### config.mk
export PLATFORM = sky130hd
export DESIGN_NAME = mpw_regs
export DESIGN_NICKNAME = d
export VERILOG_FILES = /design/src/inc/mpw_pkg.sv /design/src/hw/mpw_regs.sv
export SDC_FILE = /design/constraint.sdc
export NUM_CORES = 1
export LEC_CHECK = 0
export ABC_AREA = 0
export BUFFER_PORTS_ARGS = -buffer_cell sky130_fd_sc_hd__buf_2
export CORE_AREA = 5 5 144 146
export DETAILED_ROUTE_END_ITERATION = 8
export DIE_AREA = 0 0 149 151
export PLACE_DENSITY_LB_ADDON = 0.15
export SYNTH_ARGS = -nofsm -noshare
export SYNTH_HDL_FRONTEND = slang
export SYNTH_SLANG_ARGS = --single-unit
### constraint.sdc
create_clock -name aclk -period 2.5 [get_ports aclk]
set_clock_uncertainty 0.1 [all_clocks]
set_input_delay 0.125 -clock aclk [delete_from_list [all_inputs] [get_ports aclk]]
set_output_delay 0.125 -clock aclk [all_outputs]
set_load 0.005 [all_outputs]
### src/inc/mpw_pkg.sv
// package: register map, fields and reset values of the pause/wake/user-io block
package mpw_pkg;
  // byte offsets
  localparam logic [7:0] OFF_SA4_HIGH  = 8'hb4;
  localparam logic [7:0] OFF_TYPE_CMP  = 8'hb8;
  localparam logic [7:0] OFF_PAUSE_Q   = 8'hbc;
  localparam logic [7:0] OFF_USER_IO   = 8'hc0;
  localparam logic [7:0] OFF_WAKE_CTL  = 8'hc4;
  localparam logic [7:0] OFF_IRQ_STAT  = 8'hc8;
  localparam logic [7:0] OFF_IRQ_MASK  = 8'hcc;
  localparam logic [7:0] OFF_VERSION   = 8'hfc;
  // reset values
  localparam logic [15:0] RST_SA4_HIGH = 16'h0000;
  localparam logic [15:0] RST_TYPE_CMP = 16'h0000;
  localparam logic [15:0] RST_PAUSE_Q  = 16'hffff;
  localparam logic [3:0]  RST_USER_IO  = 4'h0;
  localparam logic [19:0] RST_WAKE_CTL = 20'h0ffff;
  localparam logic [1:0]  RST_IRQ      = 2'h0;
  // arbitrary identification values, no meaning
  localparam logic [15:0] VER_NUMBER   = 16'h0001;
  localparam logic [15:0] VER_PART_REF = 16'h0000;
  // user io field positions
  localparam int UIO_IF_SEL   = 0;
  localparam int UIO_EXT_M    = 1;
  localparam int UIO_TOGGLE   = 2;
  localparam int UIO_ZERO_Q   = 3;
  localparam int UIO_LOOPBACK = 16;
  localparam int UIO_HALF_DUP = 17;
  localparam int UIO_BIT_RATE = 18;
  localparam int UIO_SPEED    = 19;
  localparam int UIO_WAKE     = 20;
  // wake control field positions
  localparam int WK_MAGIC = 16;
  localparam int WK_ARP   = 17;
  localparam int WK_SA1   = 18;
  localparam int WK_MCAST = 19;
  // interrupt status bit positions
  localparam int IRQ_WAKE  = 0;
  localparam int IRQ_PAUSE = 1;
  // axi response codes
  localparam logic [1:0] RESP_OKAY   = 2'b00;
  localparam logic [1:0] RESP_SLVERR = 2'b10;
endpackage : mpw_pkg
### src/hw/mpw_regs.sv
// pause quantum, type compare, user io and wake-on-lan registers over axi4-lite
`timescale 1ns/1ns
//////////////////////////////////////////////////////////////////////////////
module mpw_regs
  import mpw_pkg::*;
(
  // clock and reset (peripheral bus clock)
  input  wire logic        aclk,
  input  wire logic        aresetn,
  // axi4-lite write address
  input  wire logic [7:0]  s_axi_awaddr,
  input  wire logic        s_axi_awvalid,
  output logic             s_axi_awready,
  // axi4-lite write data
  input  wire logic [31:0] s_axi_wdata,
  input  wire logic [3:0]  s_axi_wstrb,
  input  wire logic        s_axi_wvalid,
  output logic             s_axi_wready,
  // axi4-lite write response
  output logic [1:0]       s_axi_bresp,
  output logic             s_axi_bvalid,
  input  wire logic        s_axi_bready,
  // axi4-lite read address
  input  wire logic [7:0]  s_axi_araddr,
  input  wire logic        s_axi_arvalid,
  output logic             s_axi_arready,
  // axi4-lite read data
  output logic [31:0]      s_axi_rdata,
  output logic [1:0]       s_axi_rresp,
  output logic             s_axi_rvalid,
  input  wire logic        s_axi_rready,
  // images of configuration and control bits
  input  wire logic        speed_cfg,
  input  wire logic        bit_rate_cfg,
  input  wire logic        full_duplex_config,
  input  wire logic        loopback_cfg,
  input  wire logic        external_match_enable,
  // receive side events
  input  wire logic        rx_frame_done,
  input  wire logic [15:0] rx_type_length,
  input  wire logic        rx_mcast_hash_hit,
  input  wire logic        rx_sa1_hit,
  input  wire logic        rx_arp_request,
  input  wire logic [15:0] rx_arp_target_ip,
  input  wire logic        rx_magic_packet,
  // receive side control outputs
  output logic             type_match,
  output logic             copy_to_memory,
  output logic [15:0]      specific_addr4_high,
  output logic             mii_mode,
  // pause generation
  output logic             pause_req,
  output logic [15:0]      pause_quantum,
  input  wire logic        pause_sent,
  // wake and interrupt
  output logic             wake_out,
  output logic             irq
);

  //////////////////////////////////////////////////////////////////////////
  // registers
  logic [15:0] sa4_high_ff,  nxt_sa4_high;
  logic [15:0] type_cmp_ff,  nxt_type_cmp;
  logic [15:0] pause_q_ff,   nxt_pause_q;
  logic [3:0]  user_io_ff,   nxt_user_io;
  logic [19:0] wake_ctl_ff,  nxt_wake_ctl;
  logic [1:0]  irq_stat_ff,  nxt_irq_stat;
  logic [1:0]  irq_mask_ff,  nxt_irq_mask;
  logic        wake_det_ff,  nxt_wake_det;
  logic        pause_req_ff, nxt_pause_req;
  logic [15:0] pause_qv_ff,  nxt_pause_qv;
  logic        type_hit_ff,  nxt_type_hit;
  logic        copy_ff,      nxt_copy;
  logic        aw_ff, w_ff, bvalid_ff, rvalid_ff;
  logic [7:0]  awaddr_ff;
  logic [31:0] wdata_ff;
  logic [3:0]  wstrb_ff;
  logic [31:0] rdata_ff;
  logic        bresp_err_ff, rresp_err_ff;

  // merge a write into a 32-bit image under byte strobes
  function automatic logic [31:0] merge(input logic [31:0] old_v,
                                        input logic [31:0] new_v,
                                        input logic [3:0]  strb);
    logic [31:0] r;
    r = old_v;
    for (int i = 0; i < 4; i++) begin
      if (strb[i]) begin
        r[i*8 +: 8] = new_v[i*8 +: 8];
      end
    end
    return r;
  endfunction : merge

  // address is one the block answers to
  function automatic logic mapped(input logic [7:0] a);
    return a == OFF_SA4_HIGH || a == OFF_TYPE_CMP || a == OFF_PAUSE_Q ||
           a == OFF_USER_IO  || a == OFF_WAKE_CTL || a == OFF_IRQ_STAT ||
           a == OFF_IRQ_MASK || a == OFF_VERSION;
  endfunction : mapped

  //////////////////////////////////////////////////////////////////////////
  // axi write channel: address and data captured independently
  // a response still owed blocks both channels, so one write at most is in flight
  wire do_write = aw_ff && w_ff && !bvalid_ff;
  wire [7:0] wa = awaddr_ff;
  assign s_axi_awready = !aw_ff && !bvalid_ff;
  assign s_axi_wready  = !w_ff && !bvalid_ff;
  assign s_axi_bvalid  = bvalid_ff;
  assign s_axi_bresp   = bresp_err_ff ? RESP_SLVERR : RESP_OKAY;

  always_ff @(posedge aclk) begin
    if (!aresetn) begin
      aw_ff        <= 1'b0;
      w_ff         <= 1'b0;
      bvalid_ff    <= 1'b0;
      awaddr_ff    <= 8'h00;
      wdata_ff     <= 32'h0000_0000;
      wstrb_ff     <= 4'h0;
      bresp_err_ff <= 1'b0;
    end else begin
      if (s_axi_awvalid && s_axi_awready) begin
        aw_ff     <= 1'b1;
        awaddr_ff <= {s_axi_awaddr[7:2], 2'b00};
      end
      if (s_axi_wvalid && s_axi_wready) begin
        w_ff     <= 1'b1;
        wdata_ff <= s_axi_wdata;
        wstrb_ff <= s_axi_wstrb;
      end
      if (do_write) begin
        aw_ff        <= 1'b0;
        w_ff         <= 1'b0;
        bvalid_ff    <= 1'b1;
        bresp_err_ff <= !mapped(wa);
      end else if (bvalid_ff && s_axi_bready) begin
        bvalid_ff <= 1'b0;
      end
    end
  end

  //////////////////////////////////////////////////////////////////////////
  // write decode, merged values
  wire [31:0] m_sa4  = merge({16'h0000, sa4_high_ff}, wdata_ff, wstrb_ff);
  wire [31:0] m_tcmp = merge({16'h0000, type_cmp_ff}, wdata_ff, wstrb_ff);
  wire [31:0] m_pq   = merge({16'h0000, pause_q_ff}, wdata_ff, wstrb_ff);
  wire [31:0] m_uio  = merge({28'h0, user_io_ff}, wdata_ff, wstrb_ff);
  wire [31:0] m_wk   = merge({12'h000, wake_ctl_ff}, wdata_ff, wstrb_ff);
  wire [31:0] m_msk  = merge({30'h0, irq_mask_ff}, wdata_ff, wstrb_ff);
  wire        wr_sa4 = do_write && wa == OFF_SA4_HIGH;
  wire        wr_tc  = do_write && wa == OFF_TYPE_CMP;
  wire        wr_pq  = do_write && wa == OFF_PAUSE_Q;
  wire        wr_uio = do_write && wa == OFF_USER_IO;
  wire        wr_wk  = do_write && wa == OFF_WAKE_CTL;
  wire        wr_st  = do_write && wa == OFF_IRQ_STAT && wstrb_ff[0];
  wire        wr_msk = do_write && wa == OFF_IRQ_MASK;

  assign nxt_sa4_high = wr_sa4 ? m_sa4[15:0] : sa4_high_ff;
  assign nxt_type_cmp = wr_tc  ? m_tcmp[15:0] : type_cmp_ff;
  assign nxt_pause_q  = wr_pq  ? m_pq[15:0] : pause_q_ff;
  assign nxt_user_io  = wr_uio ? m_uio[3:0] : user_io_ff;
  assign nxt_wake_ctl = wr_wk  ? m_wk[19:0] : wake_ctl_ff;
  assign nxt_irq_mask = wr_msk ? m_msk[1:0] : irq_mask_ff;

  //////////////////////////////////////////////////////////////////////////
  // pause trigger: a change of the toggle bit asks for one frame
  wire toggle_edge = wr_uio && (m_uio[UIO_TOGGLE] != user_io_ff[UIO_TOGGLE]);
  wire [15:0] qv   = nxt_user_io[UIO_ZERO_Q] ? 16'h0000 : pause_q_ff;
  // a second toggle while one frame is pending merges into it
  assign nxt_pause_req = toggle_edge ? 1'b1 : (pause_sent ? 1'b0 : pause_req_ff);
  assign nxt_pause_qv  = toggle_edge ? qv : pause_qv_ff;

  //////////////////////////////////////////////////////////////////////////
  // wake event qualification
  wire arp_hit = rx_arp_request && wake_ctl_ff[WK_ARP] &&
                 (wake_ctl_ff[15:0] != 16'h0000) &&
                 (rx_arp_target_ip == wake_ctl_ff[15:0]);
  wire wake_ev = (rx_mcast_hash_hit && wake_ctl_ff[WK_MCAST]) ||
                 (rx_sa1_hit && wake_ctl_ff[WK_SA1]) ||
                 (rx_magic_packet && wake_ctl_ff[WK_MAGIC]) || arp_hit;
  // wake flag sticks; no software clear path, only reset
  assign nxt_wake_det = wake_det_ff | wake_ev;

  // sticky interrupt status, set wins over write-one-to-clear
  wire [1:0] irq_set = {pause_sent && pause_req_ff, wake_ev};
  wire [1:0] irq_clr = wr_st ? wdata_ff[1:0] : 2'b00;
  assign nxt_irq_stat = irq_set | (irq_stat_ff & ~irq_clr);

  // receive side decisions: type compare at frame end, copy enable every cycle
  assign nxt_type_hit = rx_frame_done ? (rx_type_length == type_cmp_ff) : type_hit_ff;
  assign nxt_copy     = user_io_ff[UIO_EXT_M] && external_match_enable;

  //////////////////////////////////////////////////////////////////////////
  // state registers
  always_ff @(posedge aclk) begin
    if (!aresetn) begin
      sa4_high_ff  <= RST_SA4_HIGH;
      type_cmp_ff  <= RST_TYPE_CMP;
      pause_q_ff   <= RST_PAUSE_Q;
      user_io_ff   <= RST_USER_IO;
      wake_ctl_ff  <= RST_WAKE_CTL;
      irq_stat_ff  <= RST_IRQ;
      irq_mask_ff  <= RST_IRQ;
      wake_det_ff  <= 1'b0;
      pause_req_ff <= 1'b0;
      pause_qv_ff  <= 16'h0000;
      type_hit_ff  <= 1'b0;
      copy_ff      <= 1'b0;
    end else begin
      sa4_high_ff  <= nxt_sa4_high;
      type_cmp_ff  <= nxt_type_cmp;
      pause_q_ff   <= nxt_pause_q;
      user_io_ff   <= nxt_user_io;
      wake_ctl_ff  <= nxt_wake_ctl;
      irq_stat_ff  <= nxt_irq_stat;
      irq_mask_ff  <= nxt_irq_mask;
      wake_det_ff  <= nxt_wake_det;
      pause_req_ff <= nxt_pause_req;
      pause_qv_ff  <= nxt_pause_qv;
      type_hit_ff  <= nxt_type_hit;
      copy_ff      <= nxt_copy;
    end
  end

  //////////////////////////////////////////////////////////////////////////
  // outputs; address bit zero ordering is left to the filter datapath
  assign specific_addr4_high = sa4_high_ff;
  assign type_match     = type_hit_ff;
  assign copy_to_memory = copy_ff;
  assign mii_mode       = user_io_ff[UIO_IF_SEL];
  assign pause_req      = pause_req_ff;
  assign pause_quantum  = pause_qv_ff;
  assign wake_out       = wake_det_ff;
  assign irq            = |(irq_stat_ff & irq_mask_ff);
  // this block sits entirely in the peripheral bus clock domain

  //////////////////////////////////////////////////////////////////////////
  // read path
  wire [31:0] uio_view = {11'h000, wake_det_ff, speed_cfg, bit_rate_cfg,
                          !full_duplex_config, loopback_cfg,
                          12'h000, user_io_ff};
  wire [7:0] ra = {s_axi_araddr[7:2], 2'b00};
  wire [31:0] rd_mux =
      (ra == OFF_SA4_HIGH) ? {16'h0000, sa4_high_ff} :
      (ra == OFF_TYPE_CMP) ? {16'h0000, type_cmp_ff} :
      (ra == OFF_PAUSE_Q)  ? {16'h0000, pause_q_ff} :
      (ra == OFF_USER_IO)  ? uio_view :
      (ra == OFF_WAKE_CTL) ? {12'h000, wake_ctl_ff} :
      (ra == OFF_IRQ_STAT) ? {30'h0, irq_stat_ff} :
      (ra == OFF_IRQ_MASK) ? {30'h0, irq_mask_ff} :
      (ra == OFF_VERSION)  ? {VER_PART_REF, VER_NUMBER} :
                             32'h0000_0000;
  assign s_axi_arready = !rvalid_ff;
  assign s_axi_rvalid  = rvalid_ff;
  assign s_axi_rdata   = rdata_ff;
  assign s_axi_rresp   = rresp_err_ff ? RESP_SLVERR : RESP_OKAY;

  always_ff @(posedge aclk) begin
    if (!aresetn) begin
      rvalid_ff    <= 1'b0;
      rdata_ff     <= 32'h0000_0000;
      rresp_err_ff <= 1'b0;
    end else if (s_axi_arvalid && s_axi_arready) begin
      rvalid_ff    <= 1'b1;
      rdata_ff     <= rd_mux;
      rresp_err_ff <= !mapped(ra);
    end else if (rvalid_ff && s_axi_rready) begin
      rvalid_ff <= 1'b0;
    end
  end

  //////////////////////////////////////////////////////////////////////////
  // checks
  chk_pause_toggle: assert property (@(posedge aclk) disable iff (!aresetn)
    toggle_edge |=> pause_req)
    else $error("toggle did not request pause");
  chk_zero_quantum: assert property (@(posedge aclk) disable iff (!aresetn)
    toggle_edge && nxt_user_io[UIO_ZERO_Q] |=> pause_quantum == 16'h0000)
    else $error("zero quantum not applied");
  chk_prog_quantum: assert property (@(posedge aclk) disable iff (!aresetn)
    toggle_edge && !nxt_user_io[UIO_ZERO_Q] |=> pause_quantum == $past(pause_q_ff))
    else $error("programmed quantum not applied");
  chk_arp_zero_ip: assert property (@(posedge aclk) disable iff (!aresetn)
    wake_ctl_ff[15:0] == 16'h0000 && !wake_out && !rx_mcast_hash_hit &&
    !rx_sa1_hit && !rx_magic_packet |=> !wake_out)
    else $error("zero ip raised wake");
  chk_wake_enable: assert property (@(posedge aclk) disable iff (!aresetn)
    rx_magic_packet && wake_ctl_ff[WK_MAGIC] |=> wake_out)
    else $error("enabled magic packet did not wake");
  chk_wake_sticky: assert property (@(posedge aclk) disable iff (!aresetn)
    wake_out |=> wake_out [*3])
    else $error("wake flag dropped");
  chk_half_duplex: assert property (@(posedge aclk) disable iff (!aresetn)
    s_axi_arvalid && s_axi_arready && ra == OFF_USER_IO |=>
    s_axi_rdata[UIO_HALF_DUP] == !$past(full_duplex_config))
    else $error("half duplex image wrong");
  chk_copy_gate: assert property (@(posedge aclk) disable iff (!aresetn)
    copy_to_memory |-> $past(user_io_ff[UIO_EXT_M]) && $past(external_match_enable))
    else $error("copy without match and enable");
  chk_unused_zero: assert property (@(posedge aclk) disable iff (!aresetn)
    s_axi_rvalid && $past(ra) == OFF_PAUSE_Q && $rose(s_axi_rvalid) |->
    s_axi_rdata[31:16] == 16'h0000)
    else $error("unused bits not zero");
  chk_if_select: assert property (@(posedge aclk) disable iff (!aresetn)
    wr_uio |=> mii_mode == $past(m_uio[UIO_IF_SEL]))
    else $error("interface select not applied");
  // register bus answers: one per request, none taken while one is owed
  chk_write_refuse: assert property (@(posedge aclk) disable iff (!aresetn)
    s_axi_bvalid |-> !s_axi_awready && !s_axi_wready)
    else $error("write taken while response owed");
  chk_one_resp: assert property (@(posedge aclk) disable iff (!aresetn)
    s_axi_bvalid && s_axi_bready |=> !s_axi_bvalid)
    else $error("write response repeated");
  chk_one_rdata: assert property (@(posedge aclk) disable iff (!aresetn)
    s_axi_rvalid && s_axi_rready |=> !s_axi_rvalid)
    else $error("read data repeated");
  chk_unmapped_read: assert property (@(posedge aclk) disable iff (!aresetn)
    s_axi_arvalid && s_axi_arready && ra < OFF_SA4_HIGH |=>
    s_axi_rresp == RESP_SLVERR && s_axi_rdata == 32'h0000_0000)
    else $error("unmapped read not refused");
  chk_version_read: assert property (@(posedge aclk) disable iff (!aresetn)
    s_axi_arvalid && s_axi_arready && ra == OFF_VERSION |=>
    s_axi_rdata == {VER_PART_REF, VER_NUMBER})
    else $error("version word wrong");
  chk_uio_images: assert property (@(posedge aclk) disable iff (!aresetn)
    s_axi_arvalid && s_axi_arready && ra == OFF_USER_IO |=>
    s_axi_rdata[UIO_SPEED] == $past(speed_cfg) &&
    s_axi_rdata[UIO_BIT_RATE] == $past(bit_rate_cfg) &&
    s_axi_rdata[UIO_LOOPBACK] == $past(loopback_cfg))
    else $error("configuration images wrong");
  // receive side, wake and pause
  chk_type_compare: assert property (@(posedge aclk) disable iff (!aresetn)
    rx_frame_done |=> type_match == ($past(rx_type_length) == $past(type_cmp_ff)))
    else $error("type compare result wrong");
  chk_arp_match: assert property (@(posedge aclk) disable iff (!aresetn)
    rx_arp_request && wake_ctl_ff[WK_ARP] && wake_ctl_ff[15:0] != 16'h0000 &&
    rx_arp_target_ip == wake_ctl_ff[15:0] |=> wake_out)
    else $error("matching arp did not wake");
  chk_wake_masked: assert property (@(posedge aclk) disable iff (!aresetn)
    !wake_out && !(rx_mcast_hash_hit && wake_ctl_ff[WK_MCAST]) &&
    !(rx_sa1_hit && wake_ctl_ff[WK_SA1]) && !(rx_magic_packet && wake_ctl_ff[WK_MAGIC]) &&
    !(rx_arp_request && wake_ctl_ff[WK_ARP]) |=> !wake_out)
    else $error("wake without enabled event");
  chk_pause_hold: assert property (@(posedge aclk) disable iff (!aresetn)
    pause_req && !pause_sent && !toggle_edge |=> pause_req && $stable(pause_quantum))
    else $error("pending pause request changed");
  chk_irq_set_wins: assert property (@(posedge aclk) disable iff (!aresetn)
    wake_ev |=> irq_stat_ff[IRQ_WAKE])
    else $error("wake status not set");

  cov_pause: cover property (@(posedge aclk) disable iff (!aresetn)
    toggle_edge ##[1:20] pause_sent);
  cov_arp_wake: cover property (@(posedge aclk) disable iff (!aresetn) arp_hit);
  cov_irq: cover property (@(posedge aclk) disable iff (!aresetn) $rose(irq));
  cov_zero_pause: cover property (@(posedge aclk) disable iff (!aresetn)
    toggle_edge && nxt_user_io[UIO_ZERO_Q]);
  cov_bus_error: cover property (@(posedge aclk) disable iff (!aresetn)
    s_axi_bvalid && s_axi_bresp == RESP_SLVERR);
endmodule : mpw_regs

==> impl_metrics.py <==
metrics = {
    "outcome": {
        "run_status": "finished clean",
    },
    "worst_setup_path": {
        "cp_max_fo": 66,
        "cp.arrival_ps": 2500,
        "slowest_delay_ps": 600,
        "critPathRequiredTime_ps": 2760,
        "path_cells": "dlygate4sd3_1 > buf_2 > buf_4 > nand4_1 > dlygate4sd3_1 > o21ai_0",
        "slowest_stage": "dlygate4sd3_1",
        "start_kind": "input port",
        "critical_path_buf_inv_count": 4,
        "crit_path_frequent_cell": "dlygate4sd3_1",
        "worstSetupPathType": "in2reg",
        "crit_family": "buffers and inverters",
        "crit_path_end_kind": "register",
    },
    "clock_network": {
        "cts_root_buffer": "clkbuf_16",
        "post_cts_buffers": 0,
        "numCtsBuffers": 17,
        "cts_hold_buffers": 39,
        "cts_resized": 0,
        "cts_sinks": 152,
        "cts_tree": "done",
        "clk_path_buf_depth": 2,
        "clk-insertion-delay-late_ps": 420,
        "h-tree-depth": 4,
        "cts.reportedPaths.clkPinSlew_ps": 70,
    },
    "route": {
        "dr.pass1.iters": 5,
        "wl_per_cell_um": 18.0,
        "drt-initial-drc-count": 307,
        "wirelength_um": 21400,
        "ant_nets": 0,
        "vias": 5785,
        "avgViaCountPerCell": 4.87,
        "drc": 0,
    },
    "timing": {
        "timing.hold.ws_ps": 10.0,
        "rsz0062_at_grt": "no",
        "setup_viol": 0,
        "slew_headroom": 0.430,
        "max_freq_mhz": 446,
        "finalHoldViolations": 0,
        "tightest_slew_ps": 847,
        "period_share": 0.897,
        "fin_tns_setup_ps": 0,
        "drv_slew": 0,
        "post-route-min-period_ps": 2240,
    },
    "yosys": {
        "syn_inst": 732,
        "synth_ff_type": "dfxtp_1",
        "synthArstFlopShare": 0,
        "yosysSeqAreaShare": 0.436,
        "syn_area_per_cell_um2": 9.54,
        "synth-edff-count": 0,
        "synth_seq_cells": 152,
        "synth_cell_types": 59,
        "yosysWarnings": 0,
        "netlist_area_um2": 6980,
    },
    "place": {
        "post-place-cells": 1117,
        "hpwlAfterDp_um": 15800,
        "io_buffer_count": 150,
        "place.gp.congestion": 0.812,
    },
    "global_routing": {
        "antenna_found_initial": 0,
        "first_global_vias": 5679,
        "grt_max_degree": 67,
        "grt_pass1_wl_um": 32800,
        "grt-ovfl-total": 0,
        "grtUsageTotal": 0.191,
    },
    "finish": {
        "n_fill_cell": 1958,
        "drive_gt1_frac": 0.260,
        "nets": 1012,
        "diodes": 0,
        "synthToLayoutAreaGrowth_pct": 28.0,
        "layout_commonest_cell": "dfxtp_1",
        "layout_common_cells": "152 x dfxtp_1, 150 x buf_2, 108 x nand2_1",
        "post_layout_nonfiller_instances": 1188,
    },
    "run": {
        "cap_violations": 0,
    },
    "power_and_ir_drop": {
        "power_mw": 5.61,
        "power_density_nw_per_um2": 628,
        "p_leak_nw": 3.63,
        "ir_worst_vdd_mv": 0.455,
    },
    "floorplan": {
        "dieArea_um2": 22500,
        "die_height_um": 151,
        "start_util": 0.362,
        "ios": 181,
        "die_w_um": 149,
        "core-area_um2": 19300,
        "fp-row-count": 51,
    },
    "min_path": {
        "min_path_type": "in2reg",
    },
}
## cell usage after synthesis (2+ instances only)
cell type  instances  area [µm²]
o21ai_0           12        60.1
a21boi_0          31         233
a31o_2             2        17.5
nand4_1            4        25.0
and4_1            13         114
a31oi_1            4        25.0
a222oi_1           4        40.0
buf_4             16         120
clkbuf_1          29         109
nor3_4             8         130
a22o_1             2        17.5
xnor2_1            2        17.5
a21oi_1            2        10.0
a32oi_1            2        17.5
nor4_1            10        62.6
and3_1             2        12.5
nor2_1            22        82.6
dfxtp_1          152        3040
nor2b_1           54         338
inv_1              2        7.51
a22o_2            16         160
clkbuf_2           3        15.0
a21o_1             4        30.0
nand2b_1           4        25.0
nand3b_1           2        15.0
nor3_1             4        20.0
nand4b_4           3        71.3
buf_2             12        60.1
nand2_1          108         405
and4bb_2           2        25.0
xor2_1            31         272
nand3_1           47         235
o31ai_1           12        90.1
mux2i_1           79         791
nand4b_1           2        17.5
and2_1             7        43.8
## stage by stage
step	utilization	instance area, µm²	setup WS [ps]
2_1_floorplan	-	7030	742
3_3_place_gp	0.412	7950	434
3_5_place_dp	0.412	7950	403
4_1_cts	0.464	8930	331
5_1_grt	0.464	8930	184
6_report	0.464	8930	257
## registers in the layout, indices dropped and copies added (netlist names), 2 cells and up
signal / flops
pause_q_ff: 16
irq_mask_ff: 2
user_io_ff: 4
wdata_ff: 20
wstrb_ff: 3
irq_stat_ff: 2
s_axi_rdata: 21
pause_quantum: 16
type_cmp_ff: 16
specific_addr4_high: 16
wake_ctl_ff: 20
awaddr_ff: 6
## final timing paths
check | start | to | slack [ps] | depth (start not counted)
min reg2reg | s_axi_rdata[9] | s_axi_rdata[9] | 350 | 2
max | aresetn | type_match | 260 | 6
max reg2reg | aw_ff | pause_quantum[14] | 390 | 4
min | full_duplex_config | s_axi_rdata[17] | 10 | 4
## metal layers
layer	global-route usage	part of all wire	vias up
met4	0.0467	0.0094	0
met5	0	0	-
met1	0.268	0.48	2709
met2	0.303	0.45	155
met3	0.0389	0.055	15
li1	-	-	2906
## power by group
part           internal, mW  switching, mW  leakage [nW]
clock network          1.53           1.07         0.274
registers              2.47         0.0728          1.23
logic                 0.213          0.249          2.13
total                  4.21           1.39          3.63
## final cells by class
class | count | area (µm²) | area share
repair buffers | 210 | 1310 | 0.147
flip-flops and latches | 152 | 3040 | 0.341
inverters | 2 | 7.51 | 0.000840
clock buffers | 19 | 453 | 0.0507
clock inverters | 13 | 145 | 0.0162
well taps | 265 | 332 | 0.0371
multi-input cells | 527 | 3640 | 0.408
## worst min-delay path, cell delays in order
cell and delay [ps]:
buf_2 80, nand3b_1 90, a21o_1 110, a21boi_0 70
## cells by family after synthesis
logic type | after synthesis | share of synthesized area
compound gates | 99 | 0.110
xor+xnor | 33 | 0.0414
fa+ha+maj | 1 | 0.00143
buf+inv | 65 | 0.0488
flops | 152 | 0.436
mux | 81 | 0.118
other cells | 1 | 0.000537
simple gates | 300 | 0.244
Note: power is estimated with default switching activity, not from simulation.
